### src/irqsr_pkg.sv
package irqsr_pkg;

  // ==========================================================
  // bus and register map (word indices, byte address = 4*idx)
  // ==========================================================
  localparam int unsigned ADDR_W = 10;
  localparam int unsigned DATA_W = 32;
  localparam int unsigned NFIFO  = 32;
  localparam int unsigned NBLK   = 8;

  localparam logic [7:0] IDX_STEP_RESET = 8'h0e;
  localparam logic [7:0] IDX_OVERVIEW   = 8'h10;
  localparam logic [7:0] IDX_MISC_STAT  = 8'h11;
  localparam logic [7:0] IDX_MISC_MASK  = 8'h11;
  localparam logic [7:0] IDX_CHIP_STAT  = 8'h1c;
  localparam logic [7:0] IDX_BLK0       = 8'hc8;
  localparam logic [7:0] IDX_BLK7       = 8'hcf;
  localparam logic [7:0] IDX_FEN0       = 8'hd8;
  localparam logic [7:0] IDX_FEN7       = 8'hdf;

  // ==========================================================
  // field positions
  // ==========================================================
  localparam int unsigned MISC_TIMER_BIT = 1;
  localparam int unsigned MISC_PHASE_BIT = 2;
  localparam int unsigned MISC_TONE_BIT  = 3;
  localparam logic [7:0]  MISC_VALID     = 8'h0e;
  localparam int unsigned OVR_CLR_BIT    = 2;

  localparam int unsigned ST_BUSY  = 0;
  localparam int unsigned ST_PHASE = 1;
  localparam int unsigned ST_TONE  = 2;
  localparam int unsigned ST_OVR   = 3;
  localparam int unsigned ST_SYNC  = 4;
  localparam int unsigned ST_EXT   = 5;
  localparam int unsigned ST_MISC  = 6;
  localparam int unsigned ST_FIFO  = 7;

  // ==========================================================
  // reset values and timing
  // ==========================================================
  localparam logic [7:0] FLAG_RST  = 8'h00;
  localparam logic [7:0] MASK_RST  = 8'h00;
  localparam logic       PHASE_RST = 1'b1;
  localparam logic [9:0] TRP_BASE  = 10'h040;

  typedef struct packed {
    logic timer_elapsed;
    logic frame_work_phase;
    logic tone_done;
    logic busy;
    logic overrun;
    logic sync_level;
    logic ext_irq;
  } irqsr_misc_ev_s;

  typedef struct packed {
    logic       hdlc_mode;
    logic [1:0] transparent_irq_rate;
    logic       eof;
    logic       byte_done;
  } irqsr_fifo_ev_s;

endpackage

### src/irqsr_top.sv
// Notes on behaviour
// - reading misc status clears the bits it returned
// - timer elapse sets misc bit 1
// - processing to idle transition sets misc bit 2
// - tone detection done sets misc bit 3
// - status bit 0 shows busy engine
// - status bit 1 shows phase, resets one
// - status bit 2 shows tone interrupt
// - overrun bit sticks until clear write
// - status bit 4 shows sync pin level
// - status bit 5 shows external interrupt
// - status bit 6 ors enabled misc flags
// - status bit 7 ors all fifo flags
// - block n bit 2k tx, 2k+1 rx
// - hdlc fifo flags each end of frame
// - transparent fifo flags at programmed rate
// - block seven holds fifos 28 to 31
// - overview bit 7 set while block7 pending
// - block read clears flags; overview read doesnt
// - events during clearing read are kept
// - misc flags recorded masked or not
//
// The APB interface to the registers was chosen for this implementation.
`timescale 1ns/1ps
`default_nettype none

module irqsr_top
  import irqsr_pkg::*;
(
  input  wire logic                  clock_i,
  input  wire logic                  srst_i,
  input  wire logic                  clk_en_i,
  input  wire logic                  psel_i,
  input  wire logic                  penable_i,
  input  wire logic                  pwrite_i,
  input  wire logic [ADDR_W-1:0]     paddr_i,
  input  wire logic [DATA_W-1:0]     pwdata_i,
  output logic      [DATA_W-1:0]     prdata_o,
  output logic                       pready_o,
  output logic                       pslverr_o,
  input  wire irqsr_misc_ev_s        misc_ev_i,
  input  wire irqsr_fifo_ev_s        tx_ev_i [NFIFO],
  input  wire irqsr_fifo_ev_s        rx_ev_i [NFIFO]
);

  // ==========================================================
  // apb decode
  // ==========================================================
  logic [7:0]  idx;
  logic        aligned;
  logic        setup;
  logic        done;
  logic        cap_r;
  logic        err_r;
  logic [7:0]  rdat_r;
  logic [7:0]  rdat_nxt;
  logic        rd_ok;
  logic        wr_ok;

  logic [7:0]  misc_r;
  logic [7:0]  misc_mask_r;
  logic [7:0]  fen_r [NBLK];
  logic [7:0]  blk_r [NBLK];
  logic [7:0]  overview;
  logic [7:0]  chip_stat;
  logic        phase_r;
  logic        busy_r;
  logic        sync_r;
  logic        ext_r;
  logic        ovr_r;

  assign idx     = paddr_i[9:2];
  assign aligned = (paddr_i[1:0] == 2'b00);
  // setup missed while frozen is taken on the next enabled edge
  assign setup   = clk_en_i & psel_i & ~cap_r;
  // capture flag lets a frozen setup edge delay the answer
  assign done    = clk_en_i & psel_i & penable_i & cap_r;

  assign pready_o  = psel_i & penable_i & clk_en_i & cap_r;
  assign pslverr_o = pready_o & err_r;
  assign prdata_o  = {24'h000000, rdat_r};

  always_comb begin
    rd_ok    = 1'b0;
    rdat_nxt = 8'h00;
    if (aligned) begin
      if (idx == IDX_OVERVIEW) begin
        rd_ok    = 1'b1;
        rdat_nxt = overview;
      end else if (idx == IDX_MISC_STAT) begin
        rd_ok    = 1'b1;
        rdat_nxt = misc_r;
      end else if (idx == IDX_CHIP_STAT) begin
        rd_ok    = 1'b1;
        rdat_nxt = chip_stat;
      end else if (idx >= IDX_BLK0 && idx <= IDX_BLK7) begin
        rd_ok    = 1'b1;
        rdat_nxt = blk_r[idx[2:0]];
      end
    end
  end

  assign wr_ok = aligned & ((idx == IDX_MISC_MASK) |
                 (idx == IDX_STEP_RESET) |
                 (idx >= IDX_FEN0 && idx <= IDX_FEN7));

  // read value is frozen at setup; later clear uses the same copy
  always_ff @(posedge clock_i) begin
    if (srst_i) begin
      cap_r  <= 1'b0;
      err_r  <= 1'b0;
      rdat_r <= 8'h00;
    end else if (setup) begin
      cap_r  <= 1'b1;
      err_r  <= pwrite_i ? ~wr_ok : ~rd_ok;
      rdat_r <= pwrite_i ? 8'h00 : rdat_nxt;
    end else if (done) begin
      cap_r  <= 1'b0;
    end
  end

  logic rd_misc;
  logic wr_mask;
  logic wr_step;
  assign rd_misc = done & ~pwrite_i & ~err_r & idx == IDX_MISC_STAT;
  assign wr_mask = done & pwrite_i & ~err_r & idx == IDX_MISC_MASK;
  assign wr_step = done & pwrite_i & ~err_r & idx == IDX_STEP_RESET;

  // ==========================================================
  // write registers
  // ==========================================================
  always_ff @(posedge clock_i) begin
    if (srst_i) begin
      misc_mask_r <= MASK_RST;
    end else if (wr_mask) begin
      misc_mask_r <= pwdata_i[7:0] & MISC_VALID;
    end
  end

  // ==========================================================
  // miscellaneous interrupt flags
  // ==========================================================
  logic [7:0] misc_set;
  logic       phase_end;

  assign phase_end = clk_en_i & phase_r & ~misc_ev_i.frame_work_phase;

  always_comb begin
    misc_set = 8'h00;
    misc_set[MISC_TIMER_BIT] = misc_ev_i.timer_elapsed;
    misc_set[MISC_PHASE_BIT] = phase_end;
    misc_set[MISC_TONE_BIT] = misc_ev_i.tone_done;
  end

  always_ff @(posedge clock_i) begin
    if (srst_i) begin
      misc_r <= FLAG_RST;
    end else if (clk_en_i) begin
      misc_r <= ((misc_r & ~(rd_misc ? rdat_r : 8'h00)) | misc_set)
                & MISC_VALID;
    end
  end

  // ==========================================================
  // chip status sources
  // ==========================================================
  // phase resets to one
  always_ff @(posedge clock_i) begin
    if (srst_i) begin
      phase_r <= PHASE_RST;
      busy_r  <= 1'b0;
      sync_r  <= 1'b0;
      ext_r   <= 1'b0;
    end else if (clk_en_i) begin
      phase_r <= misc_ev_i.frame_work_phase;
      busy_r  <= misc_ev_i.busy;
      sync_r  <= misc_ev_i.sync_level;
      ext_r   <= misc_ev_i.ext_irq;
    end
  end

  always_ff @(posedge clock_i) begin
    if (srst_i) begin
      ovr_r <= 1'b0;
    end else if (clk_en_i) begin
      if (misc_ev_i.overrun) begin
        ovr_r <= 1'b1;
      end else if (wr_step && pwdata_i[OVR_CLR_BIT]) begin
        ovr_r <= 1'b0;
      end
    end
  end

  always_comb begin
    chip_stat = 8'h00;
    chip_stat[ST_BUSY]  = busy_r;
    chip_stat[ST_PHASE] = phase_r;
    chip_stat[ST_TONE]  = misc_r[MISC_TONE_BIT];
    chip_stat[ST_OVR]   = ovr_r;
    chip_stat[ST_SYNC]  = sync_r;
    chip_stat[ST_EXT]   = ext_r;
    chip_stat[ST_MISC]  = |(misc_r & misc_mask_r);
    chip_stat[ST_FIFO]  = |overview;
  end

  // ==========================================================
  // fifo interrupt blocks
  // ==========================================================
  genvar gb;
  generate
    for (gb = 0; gb < NBLK; gb++) begin : g_blk
      logic [7:0] set;
      logic       rd_blk;
      logic       wr_fen;
      genvar      gk;

      assign rd_blk = done & ~pwrite_i & ~err_r &
                      idx == IDX_BLK0 + 8'(gb);
      assign wr_fen = done & pwrite_i & ~err_r &
                      idx == IDX_FEN0 + 8'(gb);

      for (gk = 0; gk < 8; gk++) begin : g_bit
        irqsr_fifo_ev_s ev;
        logic [9:0]     cnt_r;
        logic [9:0]     lim;
        logic           tick;

        // even bits tx, odd bits rx
        assign ev  = (gk % 2 == 1) ? rx_ev_i[gb*4 + gk/2]
                           : tx_ev_i[gb*4 + gk/2];
        assign lim  = (TRP_BASE << ev.transparent_irq_rate) - 10'h001;
        assign tick = ev.byte_done & (cnt_r == lim);

        // transparent byte count, one per fifo direction
        always_ff @(posedge clock_i) begin
          if (srst_i) begin
            cnt_r <= 10'h000;
          end else if (clk_en_i) begin
            // hdlc mode parks the count so a mode switch starts clean
            if (ev.hdlc_mode) begin
              cnt_r <= 10'h000;
            end else if (ev.byte_done) begin
              cnt_r <= tick ? 10'h000 : cnt_r + 10'h001;
            end
          end
        end

        assign set[gk] = fen_r[gb][gk] &
                         (ev.hdlc_mode ? ev.eof : tick);
      end

      always_ff @(posedge clock_i) begin
        if (srst_i) begin
          fen_r[gb] <= MASK_RST;
        end else if (wr_fen) begin
          fen_r[gb] <= pwdata_i[7:0];
        end
      end

      always_ff @(posedge clock_i) begin
        if (srst_i) begin
          blk_r[gb] <= FLAG_RST;
        end else if (clk_en_i) begin
          blk_r[gb] <= (blk_r[gb] & ~(rd_blk ? rdat_r : 8'h00)) | set;
        end
      end

      assign overview[gb] = |blk_r[gb];
    end
  endgenerate

  // ==========================================================
  // checks
  // ==========================================================
  a_misc_read_clear: assert property (
    @(posedge clock_i) disable iff (srst_i)
    (rd_misc && misc_set == 8'h00 && misc_r == rdat_r)
      |=> misc_r == 8'h00)
    else $error("misc status not cleared by read");

  a_timer_flag_set: assert property (
    @(posedge clock_i) disable iff (srst_i)
    (clk_en_i && misc_ev_i.timer_elapsed) |=> misc_r[MISC_TIMER_BIT])
    else $error("timer flag not set");

  a_phase_end_flag: assert property (
    @(posedge clock_i) disable iff (srst_i)
    (clk_en_i && phase_r && !misc_ev_i.frame_work_phase)
      |=> misc_r[MISC_PHASE_BIT] && !phase_r)
    else $error("phase end flag not set");

  a_tone_flag_set: assert property (
    @(posedge clock_i) disable iff (srst_i)
    (clk_en_i && misc_ev_i.tone_done)
      |=> misc_r[MISC_TONE_BIT] && chip_stat[ST_TONE])
    else $error("tone flag not set");

  a_busy_follows: assert property (
    @(posedge clock_i) disable iff (srst_i)
    clk_en_i |=> chip_stat[ST_BUSY] == $past(misc_ev_i.busy))
    else $error("busy bit does not follow engine");

  a_overrun_sticky: assert property (
    @(posedge clock_i) disable iff (srst_i)
    (ovr_r && !wr_step) |=> ovr_r)
    else $error("overrun bit lost without clear");

  a_reserved_zero: assert property (
    @(posedge clock_i) disable iff (srst_i)
    (misc_r & ~MISC_VALID) == 8'h00)
    else $error("reserved misc bit set");

  a_read_keeps_new: assert property (
    @(posedge clock_i) disable iff (srst_i)
    (rd_misc && misc_ev_i.timer_elapsed)
      |=> misc_r[MISC_TIMER_BIT] ##1 misc_r[MISC_TIMER_BIT])
    else $error("event during read lost");

  a_block7_view: assert property (
    @(posedge clock_i) disable iff (srst_i)
    (clk_en_i && |g_blk[7].set) |=> overview[7] && chip_stat[ST_FIFO])
    else $error("block 7 overview not set");

  a_block_read_clear: assert property (
    @(posedge clock_i) disable iff (srst_i)
    (g_blk[7].rd_blk && g_blk[7].set == 8'h00 && blk_r[7] == rdat_r)
      |=> blk_r[7] == 8'h00)
    else $error("block flags not cleared by read");

  a_overview_keeps: assert property (
    @(posedge clock_i) disable iff (srst_i)
    (done && !pwrite_i && !err_r && idx == IDX_OVERVIEW)
      |=> (overview & $past(overview)) == $past(overview))
    else $error("overview read cleared a bit");

  a_sync_follows: assert property (
    @(posedge clock_i) disable iff (srst_i)
    clk_en_i |=> chip_stat[ST_SYNC] == $past(misc_ev_i.sync_level))
    else $error("sync bit does not follow pin");

  a_ext_follows: assert property (
    @(posedge clock_i) disable iff (srst_i)
    clk_en_i |=> chip_stat[ST_EXT] == $past(misc_ev_i.ext_irq))
    else $error("external bit does not follow input");

  a_rate_tick_flag: assert property (
    @(posedge clock_i) disable iff (srst_i)
    (clk_en_i && g_blk[0].g_bit[7].tick && fen_r[0][7]
     && !g_blk[0].g_bit[7].ev.hdlc_mode) |=> blk_r[0][7])
    else $error("transparent rate flag not set");

endmodule

`default_nettype wire

### config.mk
export PLATFORM = sky130hd
export DESIGN_NAME = irqsr_top
export DESIGN_NICKNAME = d
export VERILOG_FILES = /design/src/irqsr_pkg.sv /design/src/irqsr_top.sv
export SDC_FILE = /design/constraint.sdc
export NUM_CORES = 2
export LEC_CHECK = 0
export ABC_CLOCK_PERIOD_IN_PS = 2400
export BUFFER_PORTS_ARGS = -buffer_cell sky130_fd_sc_hd__buf_2
export CORE_MARGIN = 10
export CORE_UTILIZATION = 54
export DETAILED_ROUTE_END_ITERATION = 16
export PLACE_DENSITY = 0.77
export SLEW_MARGIN = 20
export SYNTH_ARGS = -nofsm -noshare
export SYNTH_HDL_FRONTEND = slang
export SYNTH_SLANG_ARGS = --single-unit
### constraint.sdc
create_clock -name clock_i -period 2.4 [get_ports clock_i]
set_input_delay 0.12 -clock clock_i [delete_from_list [all_inputs] [get_ports clock_i]]
set_output_delay 0.12 -clock clock_i [all_outputs]
set_load 0.02 [all_outputs]
==> impl_metrics.yaml <==
synth:
  synthXorXnorAreaFrac_pct: 13.3
  synth_simple_gate_area_share_pct: 24.9
  synth-adder-area-share_pct: 2.02
  ys_seq_elements: 789
  syn_inst: 4486
  synth_cell_types: 81
  yosysWarnings: 0
  synth_top_family_by_area: "simple AND/OR/NAND/NOR gates"
  synthMuxAreaShare_pct: 2.24
  synth_compound_gate_area_share_pct: 11.9
  synth_edf_count: 128
  yosysSeqAreaShare_pct: 43.1
  ys.flop_type: "dfxtp_1"
  syn_avg_cell_area_sq_um: 8.84
  async_reset_ff_share_pct: 0
  netlist_area_sq_um: 39700
grt:
  grt_pass1_wl_microns: 176000
  grt.overflow.total: 0
  grt_pass1_vias: 33836
  track_usage_pct: 25.2
  grt_max_degree: 98
  antenna_found_initial: 44
timing:
  relSlewSlack_pct: 50.3
  worst_hold_slack_ps: 29.5
  finalCriticalPeriod_ps: 2290
  fmax_mhz: 437
  worst_slack_ps: 113
  rsz0062_at_grt: "no"
  finalHoldViolCount: 0
  skew_ps: 13.3
  slew_viol_final: 0
  setup_tns_ps: 0
  tightest_slew_ps: 745
  setup_viol: 0
  fin_crit_sh_pct: 95.3
finish:
  drive_gt1_share_pct: 14.1
  area.growth.synth_to_final_pct: 20.2
  nNetsFinal: 5548
  final_util_pct: 65.4
power:
  swShare_pct: 24.2
  peakVddDrop_mv: 0.573
  p_seq_share_pct: 46.5
  p_int_uw: 22800
  power.switching_uw: 7290
  p_comb_share_pct: 8.6
  clockPowerShare_pct: 44.9
  p_per_area_nw_per_um2: 632
  cellLeakagePower_uw: 0.0177
  p_total_uw: 30100
critical_path:
  critPathKind: "flop to flop"
  endpoint_kind: "flop"
  worst-path-max-fanout: 8
  required_ps: 2780
  cp.arrival_ps: 2670
  start_kind: "flop"
die:
  fp.coreArea_sq_um: 72800
  dieWidth_microns: 291
  start_util_pct: 54.4
  fp.dieH_microns: 291
  rows: 99
  pin_count: 409
  die_area_sq_um: 84700
detailed_routing:
  vias: 34863
  drt_pass1_iterations: 6
  via_per_inst: 5.65
  ant_nets: 0
  drc_errors: 0
  first_iter_violations: 2580
  wl_per_cell_microns: 18.1
  drt-total-wl_microns: 112000
placement:
  dp_slack_ps: 97.7
  hpwl_microns: 80300
  gp_congestion: 0.984
  numPortBuffers: 360
flow_run:
  drv_cap: 0
clocking:
  ctsLongestPathBuffers: 3
  cts_tree: "built"
  clk_pin_slew_ps: 60
  clock_latency_ps: 630
  cts_root_buf: "clkbuf_16"
  cts_made_buffers: 87
  cts-htree-levels: 3
  clock-sinks: 789
status:
  status: "finished clean"
hold_path:
  hold_path.class: "input port to flop"
[critical path, cell delays in order (launching register included)]
cell and delay [ps]:
dfxtp_1 380, nand4_2 260, nor4b_4 310, buf_4 180, nand4_1 360, o211a_1 360
a31o_2 200
[path summary, 6_finish.rpt]
kind                                                              start                                 endpoint  slack [ps]  depth (start not counted)
worst min-delay path                                       rx_ev_i[154]                blk_r[0][3]$_SDFFCE_PN0P_          30                          3
worst min register to register  g_blk[2].g_bit[0].cnt_r[1]$_SDFFE_PP0P_  g_blk[2].g_bit[0].cnt_r[1]$_SDFFE_PP0P_         470                          2
worst max register to register                       cap_r$_SDFFE_PP0P_                blk_r[3][3]$_SDFFCE_PN0P_         110                          6
worst max-delay path                                 cap_r$_SDFFE_PP0P_                blk_r[3][3]$_SDFFCE_PN0P_         110                          6
[final cells by class]
type                    instances  area, sq um
diodes                         32         80.1
clock buffers                 136         2720
clock inverters                26          199
multi-input cells            3480        21600
repair buffers                624         4280
flip-flops and latches        789        17100
inverters                     127          477
fillers                      5891        25200
well taps                     959         1200
[synth_stat cells (all sizes together) (16+ instances only)]
master   number  area [sq um]
a2111o       22           248
a21boi       27           203
a21o         27           203
a21oi       149           821
a31o         21           184
a31oi        31           194
and2         70           438
and3         85           532
buf          56           344
clkbuf       57           214
dfxtp       661         13200
edfxtp      128          3840
ha           64           801
inv         127           477
mux2i        36           360
mux4         16           360
nand2       394          1480
nand2b       35           219
nand3       182           911
nand3b       25           188
nand4       130           820
nand4b       24           210
nor2        646          2420
nor3        255          1370
nor3b        16           120
nor4         64           415
o2111ai      32           280
o211ai       29           218
o21a         69           518
o21ai       188           986
o21bai       30           225
or3          39           244
xnor2       265          2320
xor2        336          2940
[routing by layer]
| layer | track usage [%] | part of all wire (%) | vias to the layer above |
|---|---|---|---|
| met5 | 0 | 0.18 | - |
| met3 | 5.76 | 7.8 | 295 |
| li1 | - | - | 17104 |
| met2 | 41.4 | 46 | 1092 |
| met1 | 31.0 | 41 | 16342 |
| met4 | 11.3 | 4.4 | 30 |
[metrics by stage]
| step | std cells | area, sq um |
|---|---|---|
| 3_5_place_dp | 5808 | 43000 |
| 2_1_floorplan | 4509 | 39700 |
| 6_report | 6173 | 47700 |
| 4_1_cts | 6140 | 47600 |
| 3_3_place_gp | 5808 | 43000 |
| 5_1_grt | 6166 | 47700 |
[cell families (layout without fill, tap and decap cells)]
family | after synthesis | after routing
buf+inv | 240 | 913
compound gates | 698 | 698
simple gates | 2026 | 2026
xor+xnor | 601 | 601
fa+ha+maj | 64 | 64
other cells | 1 | 56
mux | 67 | 67
flops | 789 | 789
[cell usage in the layout, fill, tap and decap left out, types with 22 or more instances in the layout]
cell	instances
nand4b_1	24
nand3_1	182
a2111o_1	22
o21bai_1	30
inv_1	127
a31oi_1	31
nand3b_1	25
edfxtp_1	128
o2111ai_1	32
ha_1	64
diode_2	32
xnor2_1	265
nor4_1	63
xor2_1	336
clkbuf_16	94
o21a_1	69
nand2_1	393
or3_1	39
a21oi_1	131
nor2_1	646
mux2i_1	36
a21o_1	27
and3_1	85
nand4_1	129
a21boi_0	27
o21ai_0	157
conb_1	24
and2_1	69
nand2b_1	34
nor3_1	237
dlygate4sd3_1	170
o211ai_1	29
buf_4	90
dfxtp_1	661
buf_2	358
[registers in the layout, summed over array words and instances, names as in the netlist, 3 cells and up]
signal and count:
g_blk.g_bit.cnt_r 640, blk_r 64, rdat_r 8, misc_r 3, fen_r 64, misc_mask_r 3
[power by group through the flow]
stage / Combinational, uW / Clock [uW] / Sequential, uW
after global routing: 2840 / 14300 / 14000
after detailed placement: 2310 / 0 / 14300
final: 2590 / 13500 / 14000
after floorplan: 1380 / 0 / 14200
after CTS: 2550 / 13800 / 14000
after global placement: 2250 / 0 / 14300
[timing repair]
item | CTS | global route
hold buffers | 170 | 0
setup buffers | 0 | 1
endpoints found under the setup margin | 0 | 8
hold endpoints to repair | 172 | 0
resized for setup | 0 | 0
Note: power is estimated with default switching activity, not from simulation.
